<file path="config.mk">
export PLATFORM = sky130hd
export DESIGN_NAME = acs_sequencer
export DESIGN_NICKNAME = d
export VERILOG_FILES = /design/src/rtl/acs_pkg.sv /design/src/rtl/acs_sequencer.sv
export VERILOG_INCLUDE_DIRS = /design/src /design/src/rtl
export SDC_FILE = /design/constraint.sdc
export NUM_CORES = 1
export LEC_CHECK = 0
export BUFFER_PORTS_ARGS = -buffer_cell sky130_fd_sc_hd__buf_2
export CAP_MARGIN = 10
export CORE_MARGIN = 8
export CORE_UTILIZATION = 25
export DETAILED_ROUTE_END_ITERATION = 7
export PLACE_DENSITY = 0.47
export SLEW_MARGIN = 20
export SYNTH_ARGS = -nofsm -noshare
export SYNTH_HDL_FRONTEND = slang
export SYNTH_SLANG_ARGS = --single-unit
</file>
<file path="constraint.sdc">
create_clock -name aclk -period 2.5 [get_ports aclk]
set_input_delay 0 -clock aclk [delete_from_list [all_inputs] [get_ports aclk]]
set_output_delay 0 -clock aclk [all_outputs]
set_load 0.01 [all_outputs]
</file>
<file path="src/rtl/acs_cfg.svh">
// register map, field positions, reset values and timing counts
`ifndef ACS_CFG_SVH
`define ACS_CFG_SVH
// ==================================================================
// register offsets (byte addresses, one word each)
`define ACS_ADDR_W      8
`define ACS_OFF_CTRL    8'h00
`define ACS_OFF_MODE    8'h04
`define ACS_OFF_SHT     8'h08
`define ACS_OFF_STAT    8'h0c
`define ACS_OFF_RESULT  8'h10
`define ACS_OFF_IRQ_ST  8'h14
`define ACS_OFF_IRQ_MSK 8'h18
`define ACS_OFF_ACM     8'h1c
// ==================================================================
// field positions
`define ACS_CTRL_GO     0
`define ACS_MODE_RES_LO 0
`define ACS_MODE_RES_HI 1
`define ACS_MODE_PCAL   3
`define ACS_EV_DONE     0
`define ACS_EV_SAT      1
// ==================================================================
// reset values
`define ACS_MODE_RST    4'h8
`define ACS_SHT_RST     8'h00
`define ACS_MSK_RST     2'h0
`define ACS_ACM_RST     32'h0000_0000
// ==================================================================
// resolution codes and bit counts
`define ACS_RES_10      2'h0
`define ACS_RES_8       2'h1
`define ACS_BITS_8      9'h008
`define ACS_BITS_10     9'h00a
`define ACS_BITS_12     9'h00c
`define ACS_RES_W       12
`define ACS_FULL        12'hfff
// ==================================================================
// timing: converter clock = system clock / ACS_DIV
`define ACS_DIV         8'h04
`define ACS_ACQ_BASE    9'h002
`define ACS_CAL_TICKS   9'h002
// ==================================================================
// bus responses
`define ACS_RESP_OK     2'h0
`define ACS_RESP_ERR    2'h2
`endif

</file>
<file path="src/rtl/acs_pkg.sv">
// types shared by the conversion sequencer
package acs_pkg;
    // sequencer phases
    typedef enum logic [1:0] {
        ACS_IDLE,
        ACS_ACQ,
        ACS_DIST,
        ACS_CAL
    } acs_state_t;
endpackage

</file>
<file path="src/rtl/acs_sequencer.sv">
// conversion sequencer with axi4-lite registers and interrupt
`timescale 1ns/1ps
`default_nettype none
`include "acs_cfg.svh"
module acs_sequencer (
    input  wire logic                   aclk,
    input  wire logic                   aresetn,
    input  wire logic [`ACS_ADDR_W-1:0] awaddr,
    input  wire logic                   awvalid,
    output logic                        awready,
    input  wire logic [31:0]            wdata,
    input  wire logic [3:0]             wstrb,
    input  wire logic                   wvalid,
    output logic                        wready,
    output logic [1:0]                  bresp,
    output logic                        bvalid,
    input  wire logic                   bready,
    input  wire logic [`ACS_ADDR_W-1:0] araddr,
    input  wire logic                   arvalid,
    output logic                        arready,
    output logic [31:0]                 rdata,
    output logic [1:0]                  rresp,
    output logic                        rvalid,
    input  wire logic                   rready,
    input  wire logic                   conversion_go,
    input  wire logic [`ACS_RES_W-1:0]  analog_code,
    input  wire logic                   current_overrange,
    output logic                        busy,
    output logic                        sample,
    output logic                        result_ready,
    output logic [`ACS_RES_W-1:0]       result,
    output logic [31:0]                 quad_config,
    output logic                        quad_config_load,
    output logic                        irq
);
    // ==============================================================
    // state and registers
    acs_pkg::acs_state_t state;          // sequencer phase
    logic [3:0]  mode;                   // resolution and calibration
    logic [7:0]  sample_time_setting;    // sample_hold_length
    logic [1:0]  irq_status;             // sticky events
    logic [1:0]  irq_mask;               // enables onto irq
    logic [7:0]  div;                    // converter clock divider
    logic [8:0]  cnt;                    // ticks left in phase
    logic [8:0]  nbits_lat;              // resolution of this run
    logic        pcal_lat;               // calibration of this run
    logic        sat_lat;                // overrange seen at hold
    logic [`ACS_RES_W-1:0] held;         // held sample code
    logic [`ACS_RES_W-1:0] build;        // result under construction
    logic        go_q;                   // registered go pin
    logic        go_prev;                // for edge detection
    logic        go_wr;                  // go from ctrl register
    logic [`ACS_RES_W-1:0] code_s1;      // pin synchroniser stage 1
    logic [`ACS_RES_W-1:0] code_s2;      // pin synchroniser stage 2
    logic        ovr_s1;
    logic        ovr_s2;
    logic        aw_have;
    logic        w_have;
    logic [`ACS_ADDR_W-1:0] aw_addr;
    logic [31:0] w_data;
    logic [3:0]  w_strb;

    // ==============================================================
    // decode and next values
    wire tick      = (div == `ACS_DIV - 8'h01);
    wire go_start  = (state == acs_pkg::ACS_IDLE) &&
                     ((go_q && !go_prev) || go_wr);
    wire last_tick = tick && (cnt == 9'h001);
    wire [1:0] res_sel = mode[`ACS_MODE_RES_HI:`ACS_MODE_RES_LO];
    wire [8:0] nbits = (res_sel == `ACS_RES_10) ? `ACS_BITS_10 :
                       (res_sel == `ACS_RES_8)  ? `ACS_BITS_8  :
                       `ACS_BITS_12;
    wire [3:0] shift = 4'(`ACS_RES_W) - nbits_lat[3:0];
    wire [`ACS_RES_W-1:0] full_scale = `ACS_FULL >> shift;
    wire [8:0] idx9  = cnt - 9'h001;
    wire [`ACS_RES_W-1:0] next_build =
        {build[`ACS_RES_W-2:0], held[idx9[3:0]]};
    wire dist_end  = (state == acs_pkg::ACS_DIST) && last_tick;
    wire cal_end   = (state == acs_pkg::ACS_CAL) && last_tick;
    wire conv_end  = (dist_end && !pcal_lat) || cal_end;
    // write side of the bus
    wire aw_hs     = awvalid && awready;
    wire w_hs      = wvalid && wready;
    wire do_write  = aw_have && w_have && !bvalid;
    wire next_aw_have = (aw_have || aw_hs) && !do_write;
    wire next_w_have  = (w_have || w_hs) && !do_write;
    wire next_bvalid  = do_write || (bvalid && !bready);
    wire wr_b0     = do_write && w_strb[0];
    wire wr_ctrl   = wr_b0 && (aw_addr == `ACS_OFF_CTRL);
    wire wr_mode   = wr_b0 && (aw_addr == `ACS_OFF_MODE);
    wire wr_sht    = wr_b0 && (aw_addr == `ACS_OFF_SHT);
    wire wr_ist    = wr_b0 && (aw_addr == `ACS_OFF_IRQ_ST);
    wire wr_msk    = wr_b0 && (aw_addr == `ACS_OFF_IRQ_MSK);
    wire wr_acm    = do_write && (aw_addr == `ACS_OFF_ACM);
    wire wr_map    = (aw_addr[1:0] == 2'h0) &&
                     (aw_addr <= `ACS_OFF_ACM);
    // read side of the bus
    wire ar_hs     = arvalid && arready;
    wire rd_map    = (araddr[1:0] == 2'h0) && (araddr <= `ACS_OFF_ACM);
    wire [31:0] rd_data =
        (araddr == `ACS_OFF_MODE)    ? {28'h0, mode} :
        (araddr == `ACS_OFF_SHT)     ? {24'h0, sample_time_setting} :
        (araddr == `ACS_OFF_STAT)    ? {28'h0, pcal_lat, result_ready,
                                        sample, busy} :
        (araddr == `ACS_OFF_RESULT)  ? {20'h0, result} :
        (araddr == `ACS_OFF_IRQ_ST)  ? {30'h0, irq_status} :
        (araddr == `ACS_OFF_IRQ_MSK) ? {30'h0, irq_mask} :
        (araddr == `ACS_OFF_ACM)     ? quad_config : 32'h0;
    // events: hardware set wins over a write-one clear
    wire [1:0] ev_set = {conv_end && sat_lat, conv_end};
    wire [1:0] next_irq_status =
        ev_set | (irq_status & ~(wr_ist ? w_data[1:0] : 2'h0));

    // ==============================================================
    // pin synchronisers, two flops before any use
    always_ff @(posedge aclk) begin
        code_s1 <= analog_code;
        code_s2 <= code_s1;
        ovr_s1  <= current_overrange;
        ovr_s2  <= ovr_s1;
    end

    // go pin is fabric logic on this clock: one register is the
    // input synchronisation stage of the latency budget
    always_ff @(posedge aclk) begin
        if (!aresetn) begin
            go_q    <= 1'b0;
            go_prev <= 1'b0;
            go_wr   <= 1'b0;
        end else begin
            go_q    <= conversion_go;
            go_prev <= go_q;
            go_wr   <= wr_ctrl && w_data[`ACS_CTRL_GO];
        end
    end

    // converter clock enable; restarted so each phase is whole ticks
    always_ff @(posedge aclk) begin
        if (!aresetn || go_start || tick) begin
            div <= 8'h00;
        end else begin
            div <= div + 8'h01;
        end
    end

    // ==============================================================
    // sequencer
    always_ff @(posedge aclk) begin
        if (!aresetn) begin
            state     <= acs_pkg::ACS_IDLE;
            cnt       <= 9'h000;
            nbits_lat <= `ACS_BITS_10;
            pcal_lat  <= 1'b0;
            sat_lat   <= 1'b0;
            held      <= '0;
            build     <= '0;
        end else begin
            case (state)
                acs_pkg::ACS_IDLE: begin
                    if (go_start) begin
                        // settings are frozen for the whole run
                        state     <= acs_pkg::ACS_ACQ;
                        cnt       <= `ACS_ACQ_BASE +
                                     {1'b0, sample_time_setting};
                        nbits_lat <= nbits;
                        pcal_lat  <= mode[`ACS_MODE_PCAL];
                        build     <= '0;
                    end
                end
                acs_pkg::ACS_ACQ: begin
                    if (last_tick) begin
                        state   <= acs_pkg::ACS_DIST;
                        cnt     <= nbits_lat;
                        sat_lat <= ovr_s2;
                        // overrange clamps rather than wraps
                        held    <= ovr_s2 ? full_scale
                                          : (code_s2 >> shift);
                    end else if (tick) begin
                        cnt <= cnt - 9'h001;
                    end
                end
                acs_pkg::ACS_DIST: begin
                    if (tick) begin
                        build <= next_build;
                    end
                    if (last_tick) begin
                        state <= pcal_lat ? acs_pkg::ACS_CAL
                                          : acs_pkg::ACS_IDLE;
                        cnt   <= `ACS_CAL_TICKS;
                    end else if (tick) begin
                        cnt <= cnt - 9'h001;
                    end
                end
                acs_pkg::ACS_CAL: begin
                    if (last_tick) begin
                        state <= acs_pkg::ACS_IDLE;
                    end else if (tick) begin
                        cnt <= cnt - 9'h001;
                    end
                end
                default: begin
                    state <= acs_pkg::ACS_IDLE;
                end
            endcase
        end
    end

    // ==============================================================
    // user-side status outputs
    always_ff @(posedge aclk) begin
        if (!aresetn) begin
            busy         <= 1'b0;
            sample       <= 1'b0;
            result_ready <= 1'b0;
            result       <= '0;
        end else begin
            if (go_start) begin
                busy         <= 1'b1;
                sample       <= 1'b1;
                result_ready <= 1'b0;
            end
            if (state == acs_pkg::ACS_ACQ && last_tick) begin
                sample <= 1'b0;
            end
            if (conv_end) begin
                busy         <= 1'b0;
                result_ready <= 1'b1;
                // without calibration the last bit lands in the same edge as busy falls
                result       <= cal_end ? build : next_build;
            end
        end
    end

    // ==============================================================
    // software registers
    always_ff @(posedge aclk) begin
        if (!aresetn) begin
            // calibration on by default, as drift needs it
            mode                <= `ACS_MODE_RST;
            sample_time_setting <= `ACS_SHT_RST;
            irq_mask            <= `ACS_MSK_RST;
            irq_status          <= 2'h0;
            irq                 <= 1'b0;
        end else begin
            if (wr_mode) begin
                mode <= w_data[3:0];
            end
            if (wr_sht) begin
                sample_time_setting <= w_data[7:0];
            end
            if (wr_msk) begin
                irq_mask <= w_data[1:0];
            end
            irq_status <= next_irq_status;
            irq        <= |(next_irq_status & irq_mask);
        end
    end

    // config manager word: byte lanes, usable while converting
    wire [31:0] acm_rst = `ACS_ACM_RST;  // reset word, split per lane
    genvar gb;
    generate
        for (gb = 0; gb < 4; gb++) begin : g_acm
            always_ff @(posedge aclk) begin
                if (!aresetn) begin
                    quad_config[gb*8 +: 8] <= acm_rst[gb*8 +: 8];
                end else if (wr_acm && w_strb[gb]) begin
                    quad_config[gb*8 +: 8] <= w_data[gb*8 +: 8];
                end
            end
        end
    endgenerate

    // one-cycle load strobe tells the analog quads to switch context
    always_ff @(posedge aclk) begin
        if (!aresetn) begin
            quad_config_load <= 1'b0;
        end else begin
            quad_config_load <= wr_acm && (|w_strb);
        end
    end

    // ==============================================================
    // axi4-lite write channel: address and data in either order
    always_ff @(posedge aclk) begin
        if (!aresetn) begin
            aw_have <= 1'b0;
            w_have  <= 1'b0;
            awready <= 1'b0;
            wready  <= 1'b0;
            bvalid  <= 1'b0;
            bresp   <= `ACS_RESP_OK;
            aw_addr <= '0;
            w_data  <= 32'h0;
            w_strb  <= 4'h0;
        end else begin
            aw_have <= next_aw_have;
            w_have  <= next_w_have;
            awready <= !next_aw_have && !next_bvalid;
            wready  <= !next_w_have && !next_bvalid;
            bvalid  <= next_bvalid;
            if (aw_hs) begin
                aw_addr <= awaddr;
            end
            if (w_hs) begin
                w_data <= wdata;
                w_strb <= wstrb;
            end
            if (do_write) begin
                bresp <= wr_map ? `ACS_RESP_OK : `ACS_RESP_ERR;
            end
        end
    end

    // axi4-lite read channel: answer one cycle after address
    always_ff @(posedge aclk) begin
        if (!aresetn) begin
            arready <= 1'b0;
            rvalid  <= 1'b0;
            rdata   <= 32'h0;
            rresp   <= `ACS_RESP_OK;
        end else begin
            if (ar_hs) begin
                arready <= 1'b0;
                rvalid  <= 1'b1;
                rdata   <= rd_map ? rd_data : 32'h0;
                rresp   <= rd_map ? `ACS_RESP_OK : `ACS_RESP_ERR;
            end else if (rvalid && rready) begin
                rvalid  <= 1'b0;
                arready <= 1'b1;
            end else if (!rvalid) begin
                arready <= 1'b1;
            end
        end
    end

    // ==============================================================
    // checks: phase lengths counted in system cycles
    logic [15:0] ph_cyc;                 // cycles spent in this phase
    acs_pkg::acs_state_t st_prev;
    always_ff @(posedge aclk) begin
        if (!aresetn) begin
            ph_cyc  <= 16'h0;
            st_prev <= acs_pkg::ACS_IDLE;
        end else begin
            st_prev <= state;
            // the edge that entered the phase already counts as one
            // cycle, so the value seen at the phase's last edge is its
            // full length in system cycles
            ph_cyc  <= (state != st_prev) ? 16'h2 : ph_cyc + 16'h1;
        end
    end
    wire [15:0] acq_len = 16'({1'b0, sample_time_setting} +
                              `ACS_ACQ_BASE) * 16'(`ACS_DIV);
endmodule
`default_nettype wire

</file>
==> impl_metrics.py, run 1 <==
metrics = {
    "route": {
        "num_vias": 8007,
        "drcViolationCount": 0,
        "via_per_inst": 4.63,
        "post_drt_wl_per_cell_um": 16.1,
        "firstDrtPassIters": 5,
        "post_route_wl_um": 27900,
        "ant_nets": 0,
        "drt-initial-drc-count": 488,
    },
    "sta": {
        "rsz0062_at_grt": "false",
        "tightestPinTransition_ps": 608,
        "worst_clock_skew_ps": 8.27,
        "finalCritPeriodShare": 0.889,
        "setup_viol_count_final": 0,
        "hold_violations": 0,
        "timing.final.ws_setup_ps": 278,
        "max_clock_freq_mhz": 450,
        "slew-limit-headroom": 0.590,
        "fin_tns_setup_ps": 0,
        "finalMaxSlewViolations": 0,
        "layout_min_cycle_time_ps": 2220,
    },
    "worst_setup_path": {
        "arrival_ps": 2670,
        "crit_required_ps": 2950,
        "worst-path-max-fanout": 8,
        "worstSetupPathType": "flip-flop to flip-flop",
        "worstRegToRegCells": 5,
        "worstSetupEndpointType": "flip-flop",
        "kind_of_launch_point_of_the_worst_setup_path": "flip-flop",
    },
    "cts": {
        "tritoncts_num_sinks": 226,
        "cts_max_level": 1,
        "clock_pin_slew_on_the_worst_setup_and_hold_paths_ps": 60,
        "cts_inserted_buffers": 26,
        "tritoncts": "built",
        "cts.root.buffer_cell": "sky130_fd_sc_hd__clkbuf_16",
        "clock_insertion_delay_worst_skew_ps": 520,
        "cts-root-to-sink-buffers": 3,
    },
    "floorplanning": {
        "die_w_um": 205,
        "core_region_area_mm2": 0.0355,
        "full_die_area_mm2": 0.0422,
        "die_h_um": 205,
        "num_io_pins": 163,
        "initial_core_util": 0.253,
        "fp-row-count": 69,
    },
    "grt": {
        "gr-usage-all-layers": 0.127,
        "initial_antenna_violation_count": 0,
        "grt_ovf": 0,
        "global_route_wire_length_before_repair_um": 44000,
        "pin_count_of_the_biggest_net_entering_global_routing": 49,
        "grt_pass1_vias": 7843,
    },
    "logic_synthesis": {
        "synth.distinct_cells": 66,
        "post_synth_instance_area_mm2": 0.00897,
        "mean_area_per_synthesized_cell_um2": 8.80,
        "synth-seq-cells": 226,
        "syn-instance-count": 1019,
        "synth_seq_area_share": 0.505,
        "synth_edf_count": 0,
        "yosys_warnings": 0,
        "postSynth.topFlopCell": "sky130_fd_sc_hd__dfxtp_1",
        "async_reset_ff_frac": 0,
    },
    "cells_and_area": {
        "final_layout_size_suffix_gt1_frac": 0.200,
        "sequential_cell_area_mm2": 0.00452,
        "final_common_cell": "sky130_fd_sc_hd__dfxtp_1",
        "antenna-diode-count": 0,
        "final_cells": 1731,
        "multi_input_area_mm2": 0.00414,
        "stdcell_area_mm2": 0.0120,
        "final_cell_mix": "226 x sky130_fd_sc_hd__dfxtp_1, 225 x sky130_fd_sc_hd__nand2_1, 160 x sky130_fd_sc_hd__buf_2, 129 x sky130_fd_sc_hd__a21oi_1, 78 x sky130_fd_sc_hd__dlygate4sd3_1",
        "final_core_util": 0.337,
        "syn2layout_area_growth_pct": 33.3,
        "filler_cell_count": 3722,
        "layout_net_count": 1331,
    },
    "hold_path": {
        "min-delay-path-class": "input pin to flip-flop",
        "hold-path-cell-count": 4,
    },
    "power": {
        "leakagePower_uw": 0.00482,
        "ir_worst_vdd_uv": 434,
        "cell_area_power_density_mw_per_mm2": 670,
    },
    "place": {
        "port_buffers": 160,
        "postPlaceCellArea_mm2": 0.0103,
        "dpl_worst_slack_ps": 255,
        "place.detailed.instances": 1608,
        "gp_routability_congestion": 0.781,
        "place.detailed.hpwl_um": 20100,
    },
    "run_status": {
        "outcome": "finished clean",
    },
    "job": {
        "cap_viol_max_count": 0,
    },
}
flip-flops by register name, summed over array words and instances (netlist names), 2 cells and up:
register / flops
quad_config: 32
sample_time_setting: 8
result: 12
held: 12
w_strb: 4
build: 12
state: 2
code_s2: 12
cnt: 9
w_data: 32
irq_status: 2
aw_addr: 8
div: 8
mode: 4
code_s1: 12
nbits_lat: 2
irq_mask: 2
rdata: 32
final timing paths:
kind | startpoint | to | slack (ps)
worst max-delay path | aw_addr[0]$_SDFFE_PN0P_ | quad_config[4]$_SDFFE_PN0P_ | 280
worst min-delay path | araddr[1] | rdata[8]$_SDFFE_PN0P_ | 80
worst max register to register | aw_addr[0]$_SDFFE_PN0P_ | quad_config[4]$_SDFFE_PN0P_ | 280
worst min register to register | code_s1[11]$_DFF_P_ | code_s2[11]$_DFF_P_ | 330
metrics by stage:
step	power, uW	hold WS, ps
finish	8010	81.8
global route	8360	103
CTS	8120	55.6
detailed placement	4300	104
global placement	4300	102
floorplan	4100	27.7
worst max-delay path: stages (launching register included):
cell	delay, ps
sky130_fd_sc_hd__dfxtp_1	300
sky130_fd_sc_hd__or4_1	660
sky130_fd_sc_hd__nor4_4	520
sky130_fd_sc_hd__and2_1	410
sky130_fd_sc_hd__nand2_1	120
sky130_fd_sc_hd__a21oi_1	150
synth_stat cells (all sizes together), types with 3 or more instances:
cell    instances  area (um^2)
o22ai           6         37.5
and3            8         50.1
a21oi         130          651
dfxtp         226         4520
a221o           3         30.0
xor2            8         70.1
xnor2           4         35.0
o31ai           6         45.0
nor3           13         70.1
nand4           8         65.1
a22o           25          219
nand3          27          135
nor2b           6         37.5
a31oi           4         25.0
ha              5         62.6
nand2         225          845
nor4            8          101
a211oi         13         97.6
a211o           3         26.3
nand2b          4         25.0
mux2i          32          320
a22oi          10         75.1
nor4b           4         50.1
clkbuf         48          180
maj3            3         30.0
buf            17         91.3
o21ai          20          100
nor2           69          259
or3             5         31.3
and2           15         93.8
mux4            7          158
o311ai          3         26.3
a221oi          3         26.3
o211ai         10         75.1
inv            13         48.8
kinds of logic after synthesis:
| group | count (synthesis) | share of synthesized area |
|---|---|---|
| buffers and inverters | 78 | 0.0357 |
| multiplexers | 40 | 0.0546 |
| XOR/XNOR | 12 | 0.0117 |
| AND/OR/NAND/NOR | 406 | 0.211 |
| flip-flops | 226 | 0.505 |
| AO/OA/AOI/OAI | 248 | 0.172 |
| adder cells (fa/ha/maj) | 8 | 0.0103 |
| other | 1 | 0.000418 |
routing by layer:
layer / wire length [um] / GRT usage / up-vias
met3: 1640 / 0.0238 / 40
met1: 13500 / 0.182 / 3741
li1: - / - / 4028
met5: 0 / 0 / -
met2: 12100 / 0.194 / 198
met4: 618 / 0.0329 / 0
area by class of cell:
class | count | area share
flip-flops and latches | 226 | 0.378
multi-input cells | 716 | 0.346
clock buffers | 38 | 0.0642
well taps | 461 | 0.0483
repair buffers | 270 | 0.153
clock inverters | 7 | 0.00502
inverters | 13 | 0.00429
power breakdown:
group | leakage (uW) | switching, uW | internal [uW] | total (uW)
logic | 0.00257 | 313 | 256 | 569
clock network | 0.000413 | 1490 | 2210 | 3700
registers | 0.00184 | 62.8 | 3690 | 3750
total | 0.00482 | 1860 | 6150 | 8010
what timing repair did:
action	4_1_cts	5_1_grt
resized for setup	0	0
hold buffers	78	0
buffers inserted	0	0
endpoints found under the setup margin	0	0
hold endpoints to repair	86	0
(Power assumes the default switching activity.)
==> run 2, diff against run 1 <==
PLACE_DENSITY = not set   (was 0.47)
PLACE_DENSITY_LB_ADDON = 0.05   (was not set)
==> impl_metrics.py, run 2 (synthesis gave the netlist of run 1 again) <==
metrics = {
    "power": {
        "netSwitchingFraction": 0.232,
        "ir_worst_vdd_uv": 491,
        "relative_contribution_of_combinational_cells_to_total_power": 0.070,
        "intPower_uw": 6550,
        "leakagePower_uw": 0.00492,
        "sequentialPowerShare": 0.439,
        "clock_power_share": 0.490,
        "cell_area_power_density_mw_per_mm2": 701,
        "power_switching_uw": 1980,
    },
    "worst_setup_path": {
        "kind_of_launch_point_of_the_worst_setup_path": "flip-flop",
        "timing.rr.start": "aw_addr[0]$_SDFFE_PN0P_",
        "slowest_stage": "sky130_fd_sc_hd__or4_1",
        "critical_path.cell_chain": "or4_1, nor4_4, and2_1, nand2_1, a21oi_1",
        "critical_path.reg2reg.endpoint": "quad_config[13]$_SDFFE_PN0P_",
        "crit_required_ps": 2970,
        "worstSetupPathType": "flip-flop to flip-flop",
        "reg2reg_slack_ps": 260,
        "max_stage_delay_ps": 640,
        "worstSetupEndpointType": "flip-flop",
        "worst-path-max-fanout": 8,
        "arrival_ps": 2700,
        "worstRegToRegCells": 5,
    },
    "floorplanning": {
        "die_w_um": 205,
        "core_region_area_mm2": 0.0355,
        "full_die_area_mm2": 0.0422,
        "initial_core_util": 0.253,
        "fp-row-count": 69,
        "die_h_um": 205,
        "num_io_pins": 163,
    },
    "cts": {
        "clock_insertion_delay_worst_skew_ps": 540,
        "cts.root.buffer_cell": "sky130_fd_sc_hd__clkbuf_16",
        "cts_max_level": 1,
        "cts-root-to-sink-buffers": 3,
        "tritoncts_num_sinks": 226,
        "cts_resized": 0,
        "tritoncts": "built",
        "clock_pin_slew_on_the_worst_setup_and_hold_paths_ps": 60,
        "cts_inserted_buffers": 28,
    },
    "sta": {
        "finalCritPeriodShare": 0.894,
        "finalMaxSlewViolations": 0,
        "hold_violations": 0,
        "tightestPinTransition_ps": 757,
        "fin_tns_setup_ps": 0,
        "worst_clock_skew_ps": 11.2,
        "slew-limit-headroom": 0.490,
        "setup_viol_count_final": 0,
        "rsz0062_at_grt": "false",
        "max_clock_freq_mhz": 447,
        "layout_min_cycle_time_ps": 2240,
    },
    "cells_and_area": {
        "sequential_cell_area_mm2": 0.00452,
        "largest_registers": "quad_config x32, rdata x32, w_data x32",
        "final_common_cell": "sky130_fd_sc_hd__dfxtp_1",
        "final_cell_mix": "226 x sky130_fd_sc_hd__dfxtp_1, 225 x sky130_fd_sc_hd__nand2_1, 160 x sky130_fd_sc_hd__buf_2, 129 x sky130_fd_sc_hd__a21oi_1, 77 x sky130_fd_sc_hd__dlygate4sd3_1",
        "syn2layout_area_growth_pct": 35.7,
        "multi_input_area_mm2": 0.00414,
        "final_layout_size_suffix_gt1_frac": 0.209,
        "stdcell_area_mm2": 0.0122,
        "filler_cell_count": 3730,
        "final_core_util": 0.343,
        "layout_net_count": 1342,
        "antenna-diode-count": 0,
    },
    "route": {
        "via_per_inst": 4.61,
        "ant_nets": 0,
        "num_vias": 8037,
        "drcViolationCount": 0,
        "firstDrtPassIters": 5,
        "post_drt_wl_per_cell_um": 17.5,
        "drt-initial-drc-count": 289,
        "post_route_wl_um": 30600,
    },
    "grt": {
        "gr-usage-all-layers": 0.140,
        "initial_antenna_violation_count": 0,
        "pin_count_of_the_biggest_net_entering_global_routing": 76,
        "grt_ovf": 0,
        "grt_pass1_vias": 8020,
        "global_route_wire_length_before_repair_um": 47100,
    },
    "place": {
        "place.detailed.hpwl_um": 21900,
        "postPlaceCellArea_mm2": 0.0104,
        "gp_routability_congestion": 0.757,
        "port_buffers": 160,
    },
    "hold_path": {
        "hold-path-cell-count": 2,
        "min-delay-path-class": "input pin to flip-flop",
        "timing.hold.worst.start": "analog_code[5]",
        "hold_path_end": "code_s1[5]$_DFF_P_",
    },
    "run_status": {
        "outcome": "finished clean",
    },
    "job": {
        "cap_viol_max_count": 0,
    },
}
-- run 2: worst max path at each step --
stage / start / to / slack [ps] / cells after the start
6_report: aw_addr[0]$_SDFFE_PN0P_ / quad_config[13]$_SDFFE_PN0P_ / 260 / 5
5_1_grt: aw_addr[0]$_SDFFE_PN0P_ / quad_config[20]$_SDFFE_PN0P_ / 20 / 5
4_1_cts: aw_addr[0]$_SDFFE_PN0P_ / quad_config[13]$_SDFFE_PN0P_ / 240 / 5
3_5_place_dp: aw_addr[0]$_SDFFE_PN0P_ / quad_config[13]$_SDFFE_PN0P_ / 250 / 5
3_3_place_gp: cnt[0]$_SDFFE_PN0P_ / result[0]$_SDFFE_PN0P_ / 280 / 9
2_1_floorplan: cnt[1]$_SDFFE_PN0P_ / held[10]$_SDFFE_PN0P_ / 440 / 8
-- run 2: layer usage --
| layer | vias to the layer above | GRT usage | share of wire |
|---|---|---|---|
| li1 | 4061 | - | - |
| met1 | 3771 | 0.196 | 0.49 |
| met2 | 174 | 0.220 | 0.44 |
| met3 | 31 | 0.0276 | 0.051 |
| met4 | 0 | 0.0311 | 0.019 |
| met5 | - | 0 | 0 |
-- run 2: critical path: cells and delay by family (launching register included) --
kind | cells | cell delay, ps
AND/OR/NAND/NOR | 4 | 1710
AO/OA/AOI/OAI | 1 | 150
flip-flops | 1 | 310
-- run 2: per-stage QoR --
stage	hold WS (ps)	total power (uW)	setup slack (ps)	std cells
5_1_grt	66.7	8900	24.0	1744
6_report	95.5	8530	264	1744
3_5_place_dp	104	4340	253	1618
4_1_cts	59.1	8690	240	1744
2_1_floorplan	27.7	4100	442	1020
3_3_place_gp	102	4350	277	1618
-- run 2: timing repair --
item                       in CTS  in global routing
buffers inserted                0                  0
hold buffers                   77                  0
setup endpoints to repair       0                  0
hold endpoints to repair       74                  0
-- run 2: power by group through the flow --
stage                     registers (uW)  logic [uW]  clock network (uW)
after floorplan                     3810         292                   0
final                               3750         600                4180
after global placement              3830         519                   0
after detailed placement            3830         515                   0
after CTS                           3750         610                4340
after global routing                3760         666                4480
-- run 2: area by class of cell --
type / count / share of cell area
Timing Repair Buffer: 279 / 0.158
Multi-Input combinational cell: 716 / 0.340
Inverter: 13 / 0.00422
Clock inverter: 8 / 0.00997
Tap cell: 461 / 0.0474
Clock buffer: 41 / 0.0683
Sequential cell: 226 / 0.372
